$ cat src/core/cpl_pkg.sv
// Overview of operation
// - Routing bit 7 picks the CAN transmit pin drive: 0 open-drain, 1 push-pull.
// - Routing bit 3 puts the comparator 2 output on its pin if that pin is digital, else nowhere.
// - Routing bit 2 feeds a pin to the converter 2 external start, else none.
// - Routing bit 1 feeds a pin to the timer 3 capture input, else none.
// - Routing bit 0 feeds a pin to the timer 3 count input, else none.
// - Latch bits appear on pins not claimed by a routed function, one per pin.
// - A latch bit of zero drives its pin low in either output mode.
// - A latch bit of one drives high if push-pull, else leaves the pin undriven.
// - Reading a port data register returns the pin levels, whatever the routing, but zero for port 1 analog pins.
// - The read-modify-write read returns the latch contents instead of pin levels.
// - After reset every pin output mode is open-drain.
package cpl_pkg;
   // ==========================================================
   // Register byte addresses
   localparam logic [7:0] ADDR_PORT0_DATA = 8'h80;
   localparam logic [7:0] ADDR_PORT1_DATA = 8'h90;
   localparam logic [7:0] ADDR_ROUTE3 = 8'ha0;
   localparam logic [7:0] ADDR_PORT0_STYLE = 8'ha4;
   localparam logic [7:0] ADDR_PORT1_STYLE = 8'ha8;
   localparam logic [7:0] ADDR_PORT1_INSTYLE = 8'hac;
   localparam logic [7:0] ADDR_PORT0_RMW = 8'hc0;
   localparam logic [7:0] ADDR_PORT1_RMW = 8'hd0;
   // ==========================================================
   // Reset values
   localparam logic [7:0] RST_PORT_LATCH = 8'hff;
   localparam logic [7:0] RST_ROUTE3 = 8'h00;
   localparam logic [7:0] RST_OUT_STYLE = 8'h00;
   localparam logic [7:0] RST_IN_STYLE = 8'hff;
   // ==========================================================
   // Field positions of the third routing register
   localparam int BIT_CAN_TX_DRIVE_STYLE = 7;
   localparam int BIT_COMPARATOR2_ROUTE = 3;
   localparam int BIT_CONV2_START_ROUTE = 2;
   localparam int BIT_TIMER3_CAPTURE_ROUTE = 1;
   localparam int BIT_TIMER3_COUNT_ROUTE = 0;
   localparam logic [7:0] ROUTE3_WRITE_MASK = 8'h8f;
   // ==========================================================
   // Pad drive for one port
   typedef struct packed {
      logic [7:0] value;
      logic [7:0] oe;
   } cpl_pad_s;
endpackage : cpl_pkg

$ cat src/core/cpl_top.sv
`timescale 1ns/10ps
// ==========================================================
// Third routing register, port 0/1 latches and their pads
module cpl_top #(
   parameter int CAN_TX_PIN = 0,
   parameter int CMP2_PIN = 0,
   parameter int CONV2_START_PIN = 1,
   parameter int T3_CAPTURE_PIN = 2,
   parameter int T3_COUNT_PIN = 3
) (
   // Clock and reset
   input wire logic i_core_clk,
   input wire logic i_rst,
   // Avalon-MM slave
   input wire logic [7:0] i_avs_address,
   input wire logic i_avs_read,
   input wire logic i_avs_write,
   input wire logic [31:0] i_avs_writedata,
   input wire logic [3:0] i_avs_byteenable,
   output logic [31:0] o_avs_readdata,
   output logic o_avs_waitrequest,
   // On-chip peripherals
   input wire logic i_can_tx_route,
   input wire logic i_can_transmit_pin,
   input wire logic i_comparator2_output,
   output logic o_conv2_external_start,
   output logic o_timer3_capture_input,
   output logic o_timer3_count_input,
   // Port 0 pads
   input wire logic [7:0] i_p0_pad,
   output logic [7:0] o_p0_pad_out,
   output logic [7:0] o_p0_pad_oe,
   // Port 1 pads
   input wire logic [7:0] i_p1_pad,
   output logic [7:0] o_p1_pad_out,
   output logic [7:0] o_p1_pad_oe
);
   // ==========================================================
   // Elaboration checks
   if (CAN_TX_PIN > 7 || CMP2_PIN > 7 || CONV2_START_PIN > 7 ||
       T3_CAPTURE_PIN > 7 || T3_COUNT_PIN > 7) begin : g_bad_pin
      $error("Routed pin index must be 0 to 7");
   end

   // Single-bit mask at a pin index
   function automatic logic [7:0] pin_mask(input int idx);
      pin_mask = 8'h01 << idx[2:0];
   endfunction : pin_mask

   // ==========================================================
   // Register state
   logic [7:0] p0_latch_q, p0_latch_d;
   logic [7:0] p1_latch_q, p1_latch_d;
   logic [7:0] route3_q, route3_d;
   logic [7:0] p0_style_q, p0_style_d;
   logic [7:0] p1_style_q, p1_style_d;
   logic [7:0] p1_instyle_q, p1_instyle_d;
   logic wait_q, wait_d;
   logic [31:0] rdata_q, rdata_d;
   logic conv2_q, conv2_d, t3cap_q, t3cap_d, t3cnt_q, t3cnt_d;
   logic [7:0] p0_level, p1_level;
   logic [7:0] p0_claim, p1_claim, p0_claim_val, p1_claim_val, p0_claim_pp, p1_claim_pp;
   logic wr_go, rd_go;
   logic [7:0] wbyte;

   // A request is served at the edge where waitrequest is seen low
   assign wr_go = i_avs_write && !wait_q;
   assign rd_go = i_avs_read && !wait_q;
   assign wbyte = i_avs_writedata[7:0];

   // ==========================================================
   // Register writes and bus handshake
   always_comb begin
      p0_latch_d = p0_latch_q;
      p1_latch_d = p1_latch_q;
      route3_d = route3_q;
      p0_style_d = p0_style_q;
      p1_style_d = p1_style_q;
      p1_instyle_d = p1_instyle_q;
      // One wait cycle, then a single low cycle to finish the transfer
      wait_d = !((i_avs_read || i_avs_write) && wait_q);
      if (wr_go && i_avs_byteenable[0]) begin
         unique case (i_avs_address)
            cpl_pkg::ADDR_PORT0_DATA, cpl_pkg::ADDR_PORT0_RMW: p0_latch_d = wbyte;
            cpl_pkg::ADDR_PORT1_DATA, cpl_pkg::ADDR_PORT1_RMW: p1_latch_d = wbyte;
            cpl_pkg::ADDR_ROUTE3: route3_d = wbyte & cpl_pkg::ROUTE3_WRITE_MASK;
            cpl_pkg::ADDR_PORT0_STYLE: p0_style_d = wbyte;
            cpl_pkg::ADDR_PORT1_STYLE: p1_style_d = wbyte;
            cpl_pkg::ADDR_PORT1_INSTYLE: p1_instyle_d = wbyte;
            default: ; // Unmapped writes are dropped
         endcase
      end
   end

   always_ff @(posedge i_core_clk) begin
      if (i_rst) begin
         p0_latch_q <= cpl_pkg::RST_PORT_LATCH;
         p1_latch_q <= cpl_pkg::RST_PORT_LATCH;
         route3_q <= cpl_pkg::RST_ROUTE3;
         p0_style_q <= cpl_pkg::RST_OUT_STYLE;
         p1_style_q <= cpl_pkg::RST_OUT_STYLE;
         p1_instyle_q <= cpl_pkg::RST_IN_STYLE;
         wait_q <= 1'b1;
      end else begin
         p0_latch_q <= p0_latch_d;
         p1_latch_q <= p1_latch_d;
         route3_q <= route3_d;
         p0_style_q <= p0_style_d;
         p1_style_q <= p1_style_d;
         p1_instyle_q <= p1_instyle_d;
         wait_q <= wait_d;
      end
   end

   // ==========================================================
   // Read data, loaded in the waiting cycle so it stands when waitrequest drops
   always_comb begin
      rdata_d = rdata_q;
      if (i_avs_read && wait_q) begin
         rdata_d = '0;
         unique case (i_avs_address)
            cpl_pkg::ADDR_PORT0_DATA: rdata_d[7:0] = p0_level;
            cpl_pkg::ADDR_PORT1_DATA: rdata_d[7:0] = p1_level;
            cpl_pkg::ADDR_PORT0_RMW: rdata_d[7:0] = p0_latch_q;
            cpl_pkg::ADDR_PORT1_RMW: rdata_d[7:0] = p1_latch_q;
            cpl_pkg::ADDR_ROUTE3: rdata_d[7:0] = route3_q;
            cpl_pkg::ADDR_PORT0_STYLE: rdata_d[7:0] = p0_style_q;
            cpl_pkg::ADDR_PORT1_STYLE: rdata_d[7:0] = p1_style_q;
            cpl_pkg::ADDR_PORT1_INSTYLE: rdata_d[7:0] = p1_instyle_q;
            default: rdata_d = '0; // Unmapped reads return zero
         endcase
      end
   end

   always_ff @(posedge i_core_clk) begin
      if (i_rst) begin
         rdata_q <= '0;
      end else begin
         rdata_q <= rdata_d;
      end
   end

   // ==========================================================
   // Routing: output functions claim their pin, input functions tap one
   always_comb begin
      p0_claim = '0;
      p0_claim_val = '0;
      p0_claim_pp = '0;
      p1_claim = '0;
      p1_claim_val = '0;
      p1_claim_pp = '0;
      if (i_can_tx_route) begin
         p0_claim = pin_mask(CAN_TX_PIN);
         p0_claim_val = {8{i_can_transmit_pin}} & pin_mask(CAN_TX_PIN);
         if (route3_q[cpl_pkg::BIT_CAN_TX_DRIVE_STYLE]) begin
            p0_claim_pp = pin_mask(CAN_TX_PIN);
         end
      end
      // Analog pins are never claimed, so they keep the latch drive
      if (route3_q[cpl_pkg::BIT_COMPARATOR2_ROUTE] &&
          |(p1_instyle_q & pin_mask(CMP2_PIN))) begin
         p1_claim = pin_mask(CMP2_PIN);
         p1_claim_val = {8{i_comparator2_output}} & pin_mask(CMP2_PIN);
         p1_claim_pp = p1_style_q & pin_mask(CMP2_PIN);
      end
      // Unrouted inputs rest at zero so the peripheral sees no edges
      conv2_d = route3_q[cpl_pkg::BIT_CONV2_START_ROUTE] && |(p1_level & pin_mask(CONV2_START_PIN));
      t3cap_d = route3_q[cpl_pkg::BIT_TIMER3_CAPTURE_ROUTE] && |(p1_level & pin_mask(T3_CAPTURE_PIN));
      t3cnt_d = route3_q[cpl_pkg::BIT_TIMER3_COUNT_ROUTE] && |(p1_level & pin_mask(T3_COUNT_PIN));
   end

   always_ff @(posedge i_core_clk) begin
      if (i_rst) begin
         conv2_q <= 1'b0;
         t3cap_q <= 1'b0;
         t3cnt_q <= 1'b0;
      end else begin
         conv2_q <= conv2_d;
         t3cap_q <= t3cap_d;
         t3cnt_q <= t3cnt_d;
      end
   end

   // ==========================================================
   // Pads
   cpl_pin_cell #(.WIDTH(8)) u_port0 (
      .i_core_clk(i_core_clk),
      .i_rst(i_rst),
      .i_latch(p0_latch_q),
      .i_push_pull(p0_style_q),
      .i_claim(p0_claim),
      .i_claim_value(p0_claim_val),
      .i_claim_push_pull(p0_claim_pp),
      .i_digital_en(8'hff),
      .i_pad_in(i_p0_pad),
      .o_pad_out(o_p0_pad_out),
      .o_pad_oe(o_p0_pad_oe),
      .o_level(p0_level)
   );

   // Input style bit 0 marks an analog pin: digital input forced low
   cpl_pin_cell #(.WIDTH(8)) u_port1 (
      .i_core_clk(i_core_clk),
      .i_rst(i_rst),
      .i_latch(p1_latch_q),
      .i_push_pull(p1_style_q),
      .i_claim(p1_claim),
      .i_claim_value(p1_claim_val),
      .i_claim_push_pull(p1_claim_pp),
      .i_digital_en(p1_instyle_q),
      .i_pad_in(i_p1_pad),
      .o_pad_out(o_p1_pad_out),
      .o_pad_oe(o_p1_pad_oe),
      .o_level(p1_level)
   );

   assign o_avs_readdata = rdata_q;
   assign o_avs_waitrequest = wait_q;
   assign o_conv2_external_start = conv2_q;
   assign o_timer3_capture_input = t3cap_q;
   assign o_timer3_count_input = t3cnt_q;
endmodule : cpl_top

$ cat src/core/cpl_pin_cell.sv
`timescale 1ns/10ps
// ==========================================================
// One 8-pin port: pad drivers and input synchroniser
module cpl_pin_cell #(
   parameter int WIDTH = 8
) (
   // Clock and reset
   input wire logic i_core_clk,
   input wire logic i_rst,
   // Drive settings
   input wire logic [WIDTH-1:0] i_latch,
   input wire logic [WIDTH-1:0] i_push_pull,
   input wire logic [WIDTH-1:0] i_claim,
   input wire logic [WIDTH-1:0] i_claim_value,
   input wire logic [WIDTH-1:0] i_claim_push_pull,
   input wire logic [WIDTH-1:0] i_digital_en,
   // Pads
   input wire logic [WIDTH-1:0] i_pad_in,
   output logic [WIDTH-1:0] o_pad_out,
   output logic [WIDTH-1:0] o_pad_oe,
   // Synchronised levels
   output logic [WIDTH-1:0] o_level
);
   logic [WIDTH-1:0] out_q, out_d, oe_q, oe_d;
   logic [WIDTH-1:0] meta_q, level_q, level_d;
   logic [WIDTH-1:0] val;
   logic [WIDTH-1:0] pp;

   // Drive: a low value always drives, a high value only in push-pull
   always_comb begin
      val = (i_claim & i_claim_value) | (~i_claim & i_latch);
      pp = (i_claim & i_claim_push_pull) | (~i_claim & i_push_pull);
      out_d = val & pp;
      oe_d = ~val | pp;
      // No gating between the two stages, so the first stage feeds only the second
      level_d = meta_q;
   end

   // Pads undriven at reset since reset clears oe; latch high and mode open-drain keep it clear after
   always_ff @(posedge i_core_clk) begin
      if (i_rst) begin
         out_q <= '0;
         oe_q <= '0;
         meta_q <= '0;
         level_q <= '0;
      end else begin
         out_q <= out_d;
         oe_q <= oe_d;
         meta_q <= i_pad_in;
         level_q <= level_d;
      end
   end

   assign o_pad_out = out_q;
   assign o_pad_oe = oe_q;
   assign o_level = level_q & i_digital_en;
endmodule : cpl_pin_cell

$ cat config.mk
export PLATFORM = sky130hd
export DESIGN_NAME = cpl_top
export DESIGN_NICKNAME = d
export VERILOG_FILES = /design/src/core/cpl_pkg.sv /design/src/core/cpl_top.sv /design/src/core/cpl_pin_cell.sv
export SDC_FILE = /design/constraint.sdc
export NUM_CORES = 1
export LEC_CHECK = 0
export ABC_AREA = 1
export BUFFER_PORTS_ARGS = -buffer_cell sky130_fd_sc_hd__buf_2
export CORE_MARGIN = 4
export CORE_UTILIZATION = 30
export CTS_CLUSTER_DIAMETER = 100
export DETAILED_ROUTE_END_ITERATION = 8
export SLEW_MARGIN = 30
export SYNTH_ARGS = -nofsm -noshare
export SYNTH_HDL_FRONTEND = slang
export SYNTH_SLANG_ARGS = --single-unit
$ cat constraint.sdc
create_clock -name i_core_clk -period 1.6 [get_ports i_core_clk]
set_clock_uncertainty 0.2 [all_clocks]
set_input_delay 0 -clock i_core_clk [delete_from_list [all_inputs] [get_ports i_core_clk]]
set_output_delay 0 -clock i_core_clk [all_outputs]
set_load 0.1 [all_outputs]
==> results_dict.tcl, run 1 <==
set metrics [dict create \
    status "finished, violations left" \
    violations "negative hold slack" \
    arrival_ns 1.63 \
    synthToLayoutAreaGrowth_pct 40.9 \
    cts_num_sinks 121 \
    dieArea_sq_mm 0.0182 \
    maxCapViolCount 0 \
    antenna_cells 0 \
    start_util 0.306 \
    yosys-top-cells-area "dfxtp_1 50%, nand2_1 8.6%, nand3_1 5.7%" \
    htreeDepth 4 \
    cts_buffers 17 \
    vias 4227 \
    synth_area_sq_mm 0.00484 \
    max_slew_margin 0.588 \
    period_minus_slack_ns 1.53 \
    synth.avg_cell_area_sq_um 8.05 \
    grt_pass1_vias 4020 \
    multi_input_area_sq_mm 0.00192 \
    die_h_um 135 \
    critPathLaunchType "flip-flop" \
    synth_cell_types 25 \
    synthCells 601 \
    grt_max_degree 47 \
    hold_start "i_rst" \
    grt_pass1_wl_mm 20.2 \
    port_buffers 83 \
    r2r_setup_slack_ns 0.07 \
    holdPathEnd "u_port0.o_pad_oe[0]" \
    clk_path_buf_depth 2 \
    final-hold-violation-count 40 \
    pwr-share-seq 0.387 \
    critical_path_class "reg -> reg" \
    fin_nets 823 \
    slew_viol_final 0 \
    register_area_sq_mm 0.00243 \
    p_sw_frac 0.237 \
    end_kind "flip-flop" \
    r2r-end "p1_style_q[2]" \
    switching_power_mw 1.88 \
    cts_tree "yes" \
    wl_mm 12.8 \
    seq_area_frac_synth 0.501 \
    synth_top_area_cell "dfxtp_1" \
    timing.rr.start "o_avs_waitrequest" \
    critPathRequiredTime_ns 1.70 \
    first_pass_iters 5 \
    antenna_found_initial 0 \
    layout-drive-gt1-share 0.218 \
    fmax_mhz 656 \
    ir_drop_v 0.000722 \
    setup_tns_ns 0 \
    ys_ff_latch 121 \
    synth_top_area_frac 0.501 \
    drc 0 \
    die_x_um 135 \
    core_sq_mm 0.0158 \
    holdWs_ns -0.246 \
    drtIter0Drc 330 \
    min_path_cells 4 \
    clkLatencyLatePin_ns 0.41 \
    wl_per_cell_um 13.0 \
    viasPerCell 4.29 \
    powerDensity_mw_per_mm2 1170 \
    rows 46 \
    setup_violations 0 \
    path_max_fanout 14 \
    ys.warnings.count 0 \
    worstMarginPinSlew_ns 0.615 \
    io_pins 135 \
    fill_cells 1565 \
    rsz0062_at_grt "no" \
    grt_overflow 0 \
    fin_crit_sh 0.953 \
    grt_usage 0.145 \
    cts.clk_slew.worst_paths_ns 0.06 \
    final_antenna_net_count 0 \
    ctsRootBufferMaster "clkbuf_16" \
    cts_setup_buffers 0 \
    gp_routability_congestion 0.809 \
    combPwrFrac 0.089 \
    p_clk_frac 0.524 \
    dp_hpwl_mm 8.50 \
    min_path_type "in -> reg" \
    total_power_mw 7.94 \
    leakage_nw 3.32 \
    internal_power_mw 6.06 \
    rr_worst_depth 7 \
]
flip-flops by register name, indices dropped and copies added (netlist names):
name	count
u_port1.o_pad_oe	8
u_port1.o_pad_out	8
o_timer3_capture_input	1
p1_instyle_q	8
o_avs_waitrequest	1
o_timer3_count_input	1
p0_style_q	8
u_port0.level_q	8
u_port1.level_d	8
u_port1.level_q	8
u_port0.level_d	8
u_port0.o_pad_oe	8
o_conv2_external_start	1
p0_latch_q	8
u_port0.o_pad_out	8
p1_style_q	8
p1_latch_q	8
route3_q	5
o_avs_readdata	8
cell usage in the layout, fill, tap and decap left out, drive strengths merged, types with 6 or more instances in the layout:
cell type and n:
nand2 114, dfxtp 121, nor2 77, o211ai 27
dlygate4sd3 67, clkinv 6, nand3 59, a21oi 46
conb 24, clkbuf 20, inv 76, buf 95
o21ai 22
through the flow:
| stage | std cells | setup slack, ns | area [sq um] | util |
|---|---|---|---|---|
| CTS | 983 | -0.00597 | 6770 | 0.428 |
| global route | 985 | 0.00307 | 6820 | 0.431 |
| finish | 985 | 0.0749 | 6820 | 0.431 |
| floorplan | 624 | 0.0215 | 4930 | - |
| detailed placement | 885 | 0.00695 | 5450 | 0.345 |
| global placement | 885 | 0.0452 | 5450 | 0.345 |
Yosys cell counts (all sizes together):
| cell type | count |
|---|---|
| conb | 1 |
| nand3b | 3 |
| nor3 | 3 |
| dfxtp | 121 |
| a21oi | 46 |
| clkbuf | 11 |
| mux2i | 1 |
| inv | 77 |
| o211ai | 27 |
| buf | 38 |
| o21ai | 22 |
| nor2 | 77 |
| nand3 | 59 |
| nand2 | 114 |
| a31oi | 1 |
cell type report:
class,instances,share of cell area
inverters,77,0.0431
clock inverters,12,0.0290
flip-flops and latches,121,0.356
well taps,216,0.0397
clock buffers,20,0.0655
repair buffers,162,0.185
multi-input cells,377,0.281
layer usage:
metal | track usage | wire length, um | vias up
li1 | - | - | 2187
met1 | 0.180 | 5650 | 1902
met2 | 0.240 | 6170 | 128
met3 | 0.0443 | 863 | 10
met4 | 0.0498 | 133 | 0
met5 | 0 | 0 | -
worst max-delay path by stage:
stage                      start  depth (start not counted)  slack (ns)              end
2_1_floorplan  o_avs_waitrequest                          7        0.02    p1_style_q[6]
3_3_place_gp   o_avs_waitrequest                          6        0.05  p1_instyle_q[4]
3_5_place_dp   o_avs_waitrequest                          6       0.007  p1_instyle_q[4]
4_1_cts        o_avs_waitrequest                          6      -0.006  p1_instyle_q[6]
5_1_grt        o_avs_waitrequest                          7       0.003    p1_style_q[3]
6_report       o_avs_waitrequest                          7        0.07    p1_style_q[2]
power groups by stage:
stage / Sequential, mW / Clock [mW] / Combinational (mW)
CTS: 3.07 / 4.23 / 0.697
global placement: 3.14 / 0 / 0.578
detailed placement: 3.14 / 0 / 0.580
floorplan: 3.18 / 0 / 0.460
global route: 3.07 / 4.39 / 0.758
finish: 3.07 / 4.16 / 0.707
worst max-delay path, cell delays in order, from the launching register on:
cell and delay (ns):
dfxtp_4 0.35, inv_1 0.09, nand3_4 0.11, clkinv_4 0.13, nand3_2 0.14, buf_12 0.19
o21ai_0 0.15, a21oi_1 0.05
cells by family after synthesis:
kind of cell	after synthesis	synth area share
buffers and inverters	126	0.126
multiplexers	1	0.00207
AND/OR/NAND/NOR	256	0.234
other	1	0.000775
flip-flops	121	0.501
AO/OA/AOI/OAI	96	0.136
repair_timing:
action,CTS,global route
hold buffers,66,2
gates resized for setup,0,8
gates cloned,0,0
hold endpoints to repair,120,35
setup endpoints to repair,6,31
No activity file was read; power rests on OpenSTA's default activity.
==> run 2: changes to the inputs <==
--- a/config.mk
+++ b/config.mk
@@ -11,6 +11,7 @@
 export CORE_UTILIZATION = 30
 export CTS_CLUSTER_DIAMETER = 100
 export DETAILED_ROUTE_END_ITERATION = 8
+export MAX_ROUTING_LAYER = met4
 export SLEW_MARGIN = 30
 export SYNTH_ARGS = -nofsm -noshare
 export SYNTH_HDL_FRONTEND = slang
==> results_dict.tcl, run 2 (same netlist as run 1, synthesis figures left out) <==
set metrics [dict create \
    clk_path_buf_depth 2 \
    ctsRootBufferMaster "clkbuf_16" \
    core_sq_mm 0.0158 \
    viasPerCell 4.33 \
    synthToLayoutAreaGrowth_pct 40.9 \
    grt_max_degree 47 \
    register_area_sq_mm 0.00243 \
    die_h_um 135 \
    max_slew_margin 0.579 \
    wl_per_cell_um 13.0 \
    path_max_fanout 14 \
    drt-met1-wl_mm 5.66 \
    top_layer "met4" \
    die_x_um 135 \
    drc 0 \
    combPwrFrac 0.089 \
    htreeDepth 4 \
    dp_hpwl_mm 8.50 \
    worst_path_dominant_cell_family "buffers and inverters" \
    period_minus_slack_ns 1.53 \
    dieArea_sq_mm 0.0182 \
    grt_pass1_wl_mm 20.3 \
    status "finished, violations left" \
    wl_mm 12.8 \
    holdWs_ns -0.248 \
    slew_viol_final 0 \
    rows 46 \
    maxCapViolCount 0 \
    leakage_nw 3.32 \
    hold_start "i_rst" \
    setup_violations 0 \
    io_pins 135 \
    first_pass_iters 4 \
    final_antenna_net_count 0 \
    powerDensity_mw_per_mm2 1160 \
    clkLatencyLatePin_ns 0.41 \
    switching_power_mw 1.88 \
    final_common_cell "dfxtp_1" \
    antenna_found_initial 0 \
    cts_buffers 17 \
    cp.buffers_inverters 3 \
    worstMarginPinSlew_ns 0.629 \
    fin_util 0.431 \
    vias 4264 \
    grt_pass1_vias 4013 \
    slowest_stage "dfxtp_4" \
    critical_path_class "reg -> reg" \
    fin_crit_sh 0.955 \
    r2r_setup_slack_ns 0.07 \
    fin_nets 823 \
    grt_overflow 0 \
    internal_power_mw 6.06 \
    cts_tree "yes" \
    r2r-end "p1_style_q[2]" \
    ir_drop_v 0.000723 \
    worstPathCellList "inv_1 -> nand3_4 -> clkinv_4 -> nand3_2 -> buf_12 -> o21ai_0 -> a21oi_1" \
    cts_num_sinks 121 \
    rr_worst_depth 7 \
    multi_input_area_sq_mm 0.00192 \
    gp_routability_congestion 0.821 \
    drtIter0Drc 340 \
    pwr-share-seq 0.387 \
    critPathLaunchType "flip-flop" \
    p_sw_frac 0.237 \
    rsz0062_at_grt "no" \
    dr_wl_met3_um 854 \
    holdPathEnd "u_port0.o_pad_oe[0]" \
    end_kind "flip-flop" \
    fill_cells 1565 \
    arrival_ns 1.63 \
    start_util 0.306 \
    min_path_cells 4 \
    mostFrequentLayoutCells "120 x dfxtp_1, 111 x nand2_1, 83 x buf_2" \
    fmax_mhz 655 \
    layout-drive-gt1-share 0.218 \
    critical-path-max-stage-delay_ns 0.35 \
    final-hold-violation-count 40 \
    routed-wl-met2_mm 6.12 \
    critPathRequiredTime_ns 1.70 \
    port_buffers 83 \
    cts.clk_slew.worst_paths_ns 0.06 \
    antenna_cells 0 \
    p_clk_frac 0.524 \
    min_path_type "in -> reg" \
    violations "negative hold slack" \
    timing.rr.start "o_avs_waitrequest" \
    setup_tns_ns 0 \
    grt_usage 0.150 \
]
==> run 2: cell counts in the layout (fill, tap and decap cells not counted) <==
No cell type changed its count.
==> run 2: how the worst max path moves through the flow <==
stage	start	endpoint	slack, ns	cells past startpoint
global route	o_avs_waitrequest	p1_style_q[3]	0.003	7
floorplan	o_avs_waitrequest	p1_style_q[6]	0.02	7
global placement	o_avs_waitrequest	p1_instyle_q[4]	0.05	6
finish	o_avs_waitrequest	p1_style_q[2]	0.07	7
detailed placement	o_avs_waitrequest	p1_instyle_q[4]	0.007	6
CTS	o_avs_waitrequest	p1_instyle_q[6]	-0.006	6
==> run 2: area by class of cell <==
class	count	share of cell area
sequential	121	0.356
multi-input combinational	377	0.281
timing repair buffer	162	0.185
clock buffer	20	0.0655
inverter	77	0.0431
tap	216	0.0397
clock inverter	12	0.0290
==> run 2: per-stage QoR <==
stage	setup slack (ns)	hold slack, ns	cells	power [mW]	instance area, sq um
3_5_place_dp	0.00695	0.00624	885	3.72	5450
6_report	0.0722	-0.248	985	7.94	6820
4_1_cts	-0.00597	-0.257	983	8.00	6770
2_1_floorplan	0.0215	-0.0949	624	3.64	4930
5_1_grt	0.00292	-0.245	985	8.23	6820
3_3_place_gp	0.0452	0.00461	885	3.71	5450
==> run 2: worst min-delay path: stages <==
cell     delay [ns]
buf_2          0.12
inv_1          0.09
nand2_1        0.08
nand2_1        0.04
==> run 2: what timing repair did <==
| action | CTS | global route |
|---|---|---|
| resized for setup | 0 | 8 |
| buffers inserted | 0 | 0 |
| endpoints found under the setup margin | 6 | 31 |
| hold buffers | 66 | 2 |
| endpoints found under the hold margin | 120 | 36 |
==> run 2: power by group through the flow <==
stage	Combinational, mW	Clock (mW)	Sequential [mW]
global placement	0.578	0	3.14
CTS	0.697	4.23	3.07
global route	0.758	4.40	3.07
finish	0.707	4.16	3.07
floorplan	0.460	0	3.18
detailed placement	0.580	0	3.14
==> run 2: routing by layer <==
layer	up-vias	GRT usage
li1	2192	-
met1	1925	0.181
met2	130	0.239
met3	17	0.0469
met4	0	0.0465
met5	-	-
==> run 3: changes to the inputs <==
--- a/config.mk
+++ b/config.mk
@@ -6,11 +6,11 @@
 export NUM_CORES = 1
 export LEC_CHECK = 0
 export ABC_AREA = 1
-export BUFFER_PORTS_ARGS = -buffer_cell sky130_fd_sc_hd__buf_2
 export CORE_MARGIN = 4
 export CORE_UTILIZATION = 30
 export CTS_CLUSTER_DIAMETER = 100
 export DETAILED_ROUTE_END_ITERATION = 8
+export DONT_BUFFER_PORTS = 1
 export MAX_ROUTING_LAYER = met4
 export SLEW_MARGIN = 30
 export SYNTH_ARGS = -nofsm -noshare
==> results_dict.tcl, run 3 (same netlist as run 1, synthesis figures left out) <==
set metrics [dict create \
    status "finished, final reports clean" \
    powerDensity_mw_per_mm2 1060 \
    cts_buffers 17 \
    critical_path_class "reg -> reg" \
    fill_cells 1593 \
    core_sq_mm 0.0158 \
    fin_crit_sh 0.978 \
    drtIter0Drc 218 \
    grt_pass1_vias 3956 \
    arrival_ns 1.66 \
    final_area_sq_mm 0.00678 \
    clkLatencyLatePin_ns 0.41 \
    viasPerCell 4.43 \
    grt_pass1_wl_mm 20.5 \
    port_buffers 0 \
    die_x_um 135 \
    max_slew_margin 0.608 \
    grt_usage 0.151 \
    wl_mm 13.6 \
    worstMarginPinSlew_ns 0.585 \
    leakage_nw 3.22 \
    fin_nets 793 \
    total_power_mw 7.21 \
    p_sw_frac 0.245 \
    drc 0 \
    grt_overflow 0 \
    grt_max_degree 50 \
    ir_drop_v 0.000713 \
    io_pins 135 \
    period_minus_slack_ns 1.56 \
    critPathRequiredTime_ns 1.69 \
    min_path_type "in -> reg" \
    final-hold-violation-count 0 \
    postPlaceCellArea_sq_mm 0.00535 \
    wl_per_cell_um 14.3 \
    cts.clk_slew.worst_paths_ns 0.05 \
    switching_power_mw 1.77 \
    setup_violations 0 \
    critPathLaunchType "flip-flop" \
    slew_viol_final 0 \
    cts_num_sinks 121 \
    fmax_mhz 639 \
    antenna_found_initial 0 \
    final_antenna_net_count 0 \
    rows 46 \
    dieArea_sq_mm 0.0182 \
    final_common_cell "dfxtp_1" \
    internal_power_mw 5.45 \
    vias 4224 \
    htreeDepth 4 \
    start_util 0.306 \
    cts_tree "yes" \
    end_kind "flip-flop" \
    first_pass_iters 5 \
    antenna_cells 0 \
    pwr-share-seq 0.426 \
    mostFrequentLayoutCells "120 x dfxtp_1, 111 x nand2_1, 71 x inv_1" \
    die_h_um 135 \
    gp_routability_congestion 0.865 \
    rsz0062_at_grt "yes" \
    ctsRootBufferMaster "clkbuf_16" \
    dp_hpwl_mm 8.54 \
    path_max_fanout 10 \
    clk_path_buf_depth 2 \
    multi_input_area_sq_mm 0.00191 \
    p_clk_frac 0.480 \
    synthToLayoutAreaGrowth_pct 40.1 \
    layout-drive-gt1-share 0.187 \
    register_area_sq_mm 0.00243 \
    maxCapViolCount 0 \
    combPwrFrac 0.094 \
]
## run 3: cell type report
type | count | share of cell area
Sequential cell | 121 | 0.358
Multi-Input combinational cell | 377 | 0.282
Timing Repair Buffer | 132 | 0.197
Clock buffer | 29 | 0.0783
Inverter | 77 | 0.0427
Tap cell | 216 | 0.0399
Clock inverter | 2 | 0.00148
## run 3: metrics by stage
stage | hold WS, ns | setup slack, ns | TNS [ns] | util | std cells
final | 0.0213 | 0.0354 | 0 | 0.428 | 954
after global routing | 0.0104 | -0.0349 | -0.366 | 0.428 | 954
after CTS | 0.00168 | 0.0351 | 0 | 0.415 | 943
after detailed placement | -0.120 | 0.0686 | 0 | 0.338 | 847
after global placement | -0.121 | 0.0794 | 0 | 0.338 | 847
after floorplan | -0.0949 | 0.0215 | 0 | - | 624
## run 3: final timing paths
check                                   startpoint              endpoint  slack (ns)  cells after the start
worst max-delay path             o_avs_waitrequest           route3_q[2]        0.04                      7
worst min-delay path                         i_rst  u_port0.o_pad_out[1]        0.02                      2
worst max register to register   o_avs_waitrequest           route3_q[2]        0.04                      7
worst min register to register  u_port1.level_d[1]    u_port1.level_q[1]        0.20                      2
## run 3: metal layers
layer  global-route usage  vias up  wire, um
li1                     -     2121         -
met1                0.184     1942      6020
met2                0.240      150      6380
met3               0.0533       11      1070
met4               0.0414        0       158
met5                    -        -         0
## run 3: critical path: stages, from the launching register on
cell     delay [ns]
dfxtp_4        0.34
inv_1          0.05
nand3_2        0.11
inv_2          0.13
buf_4          0.16
nand3_2        0.19
o21ai_0        0.22
a21oi_1        0.05
## run 3: repair_timing
| action | 4_1_cts | 5_1_grt |
|---|---|---|
| hold buffers | 65 | 1 |
| setup buffers | 0 | 6 |
| gates resized for setup | 0 | 7 |
| endpoints found under the setup margin | 0 | 38 |
| endpoints found under the hold margin | 121 | 46 |
## run 3: power by group through the flow
| stage | Combinational, mW | Clock [mW] | Sequential, mW |
|---|---|---|---|
| floorplan | 0.460 | 0 | 3.18 |
| global placement | 0.490 | 0 | 3.14 |
| detailed placement | 0.491 | 0 | 3.14 |
| CTS | 0.635 | 3.54 | 3.07 |
| global route | 0.718 | 3.68 | 3.08 |
| finish | 0.675 | 3.46 | 3.08 |
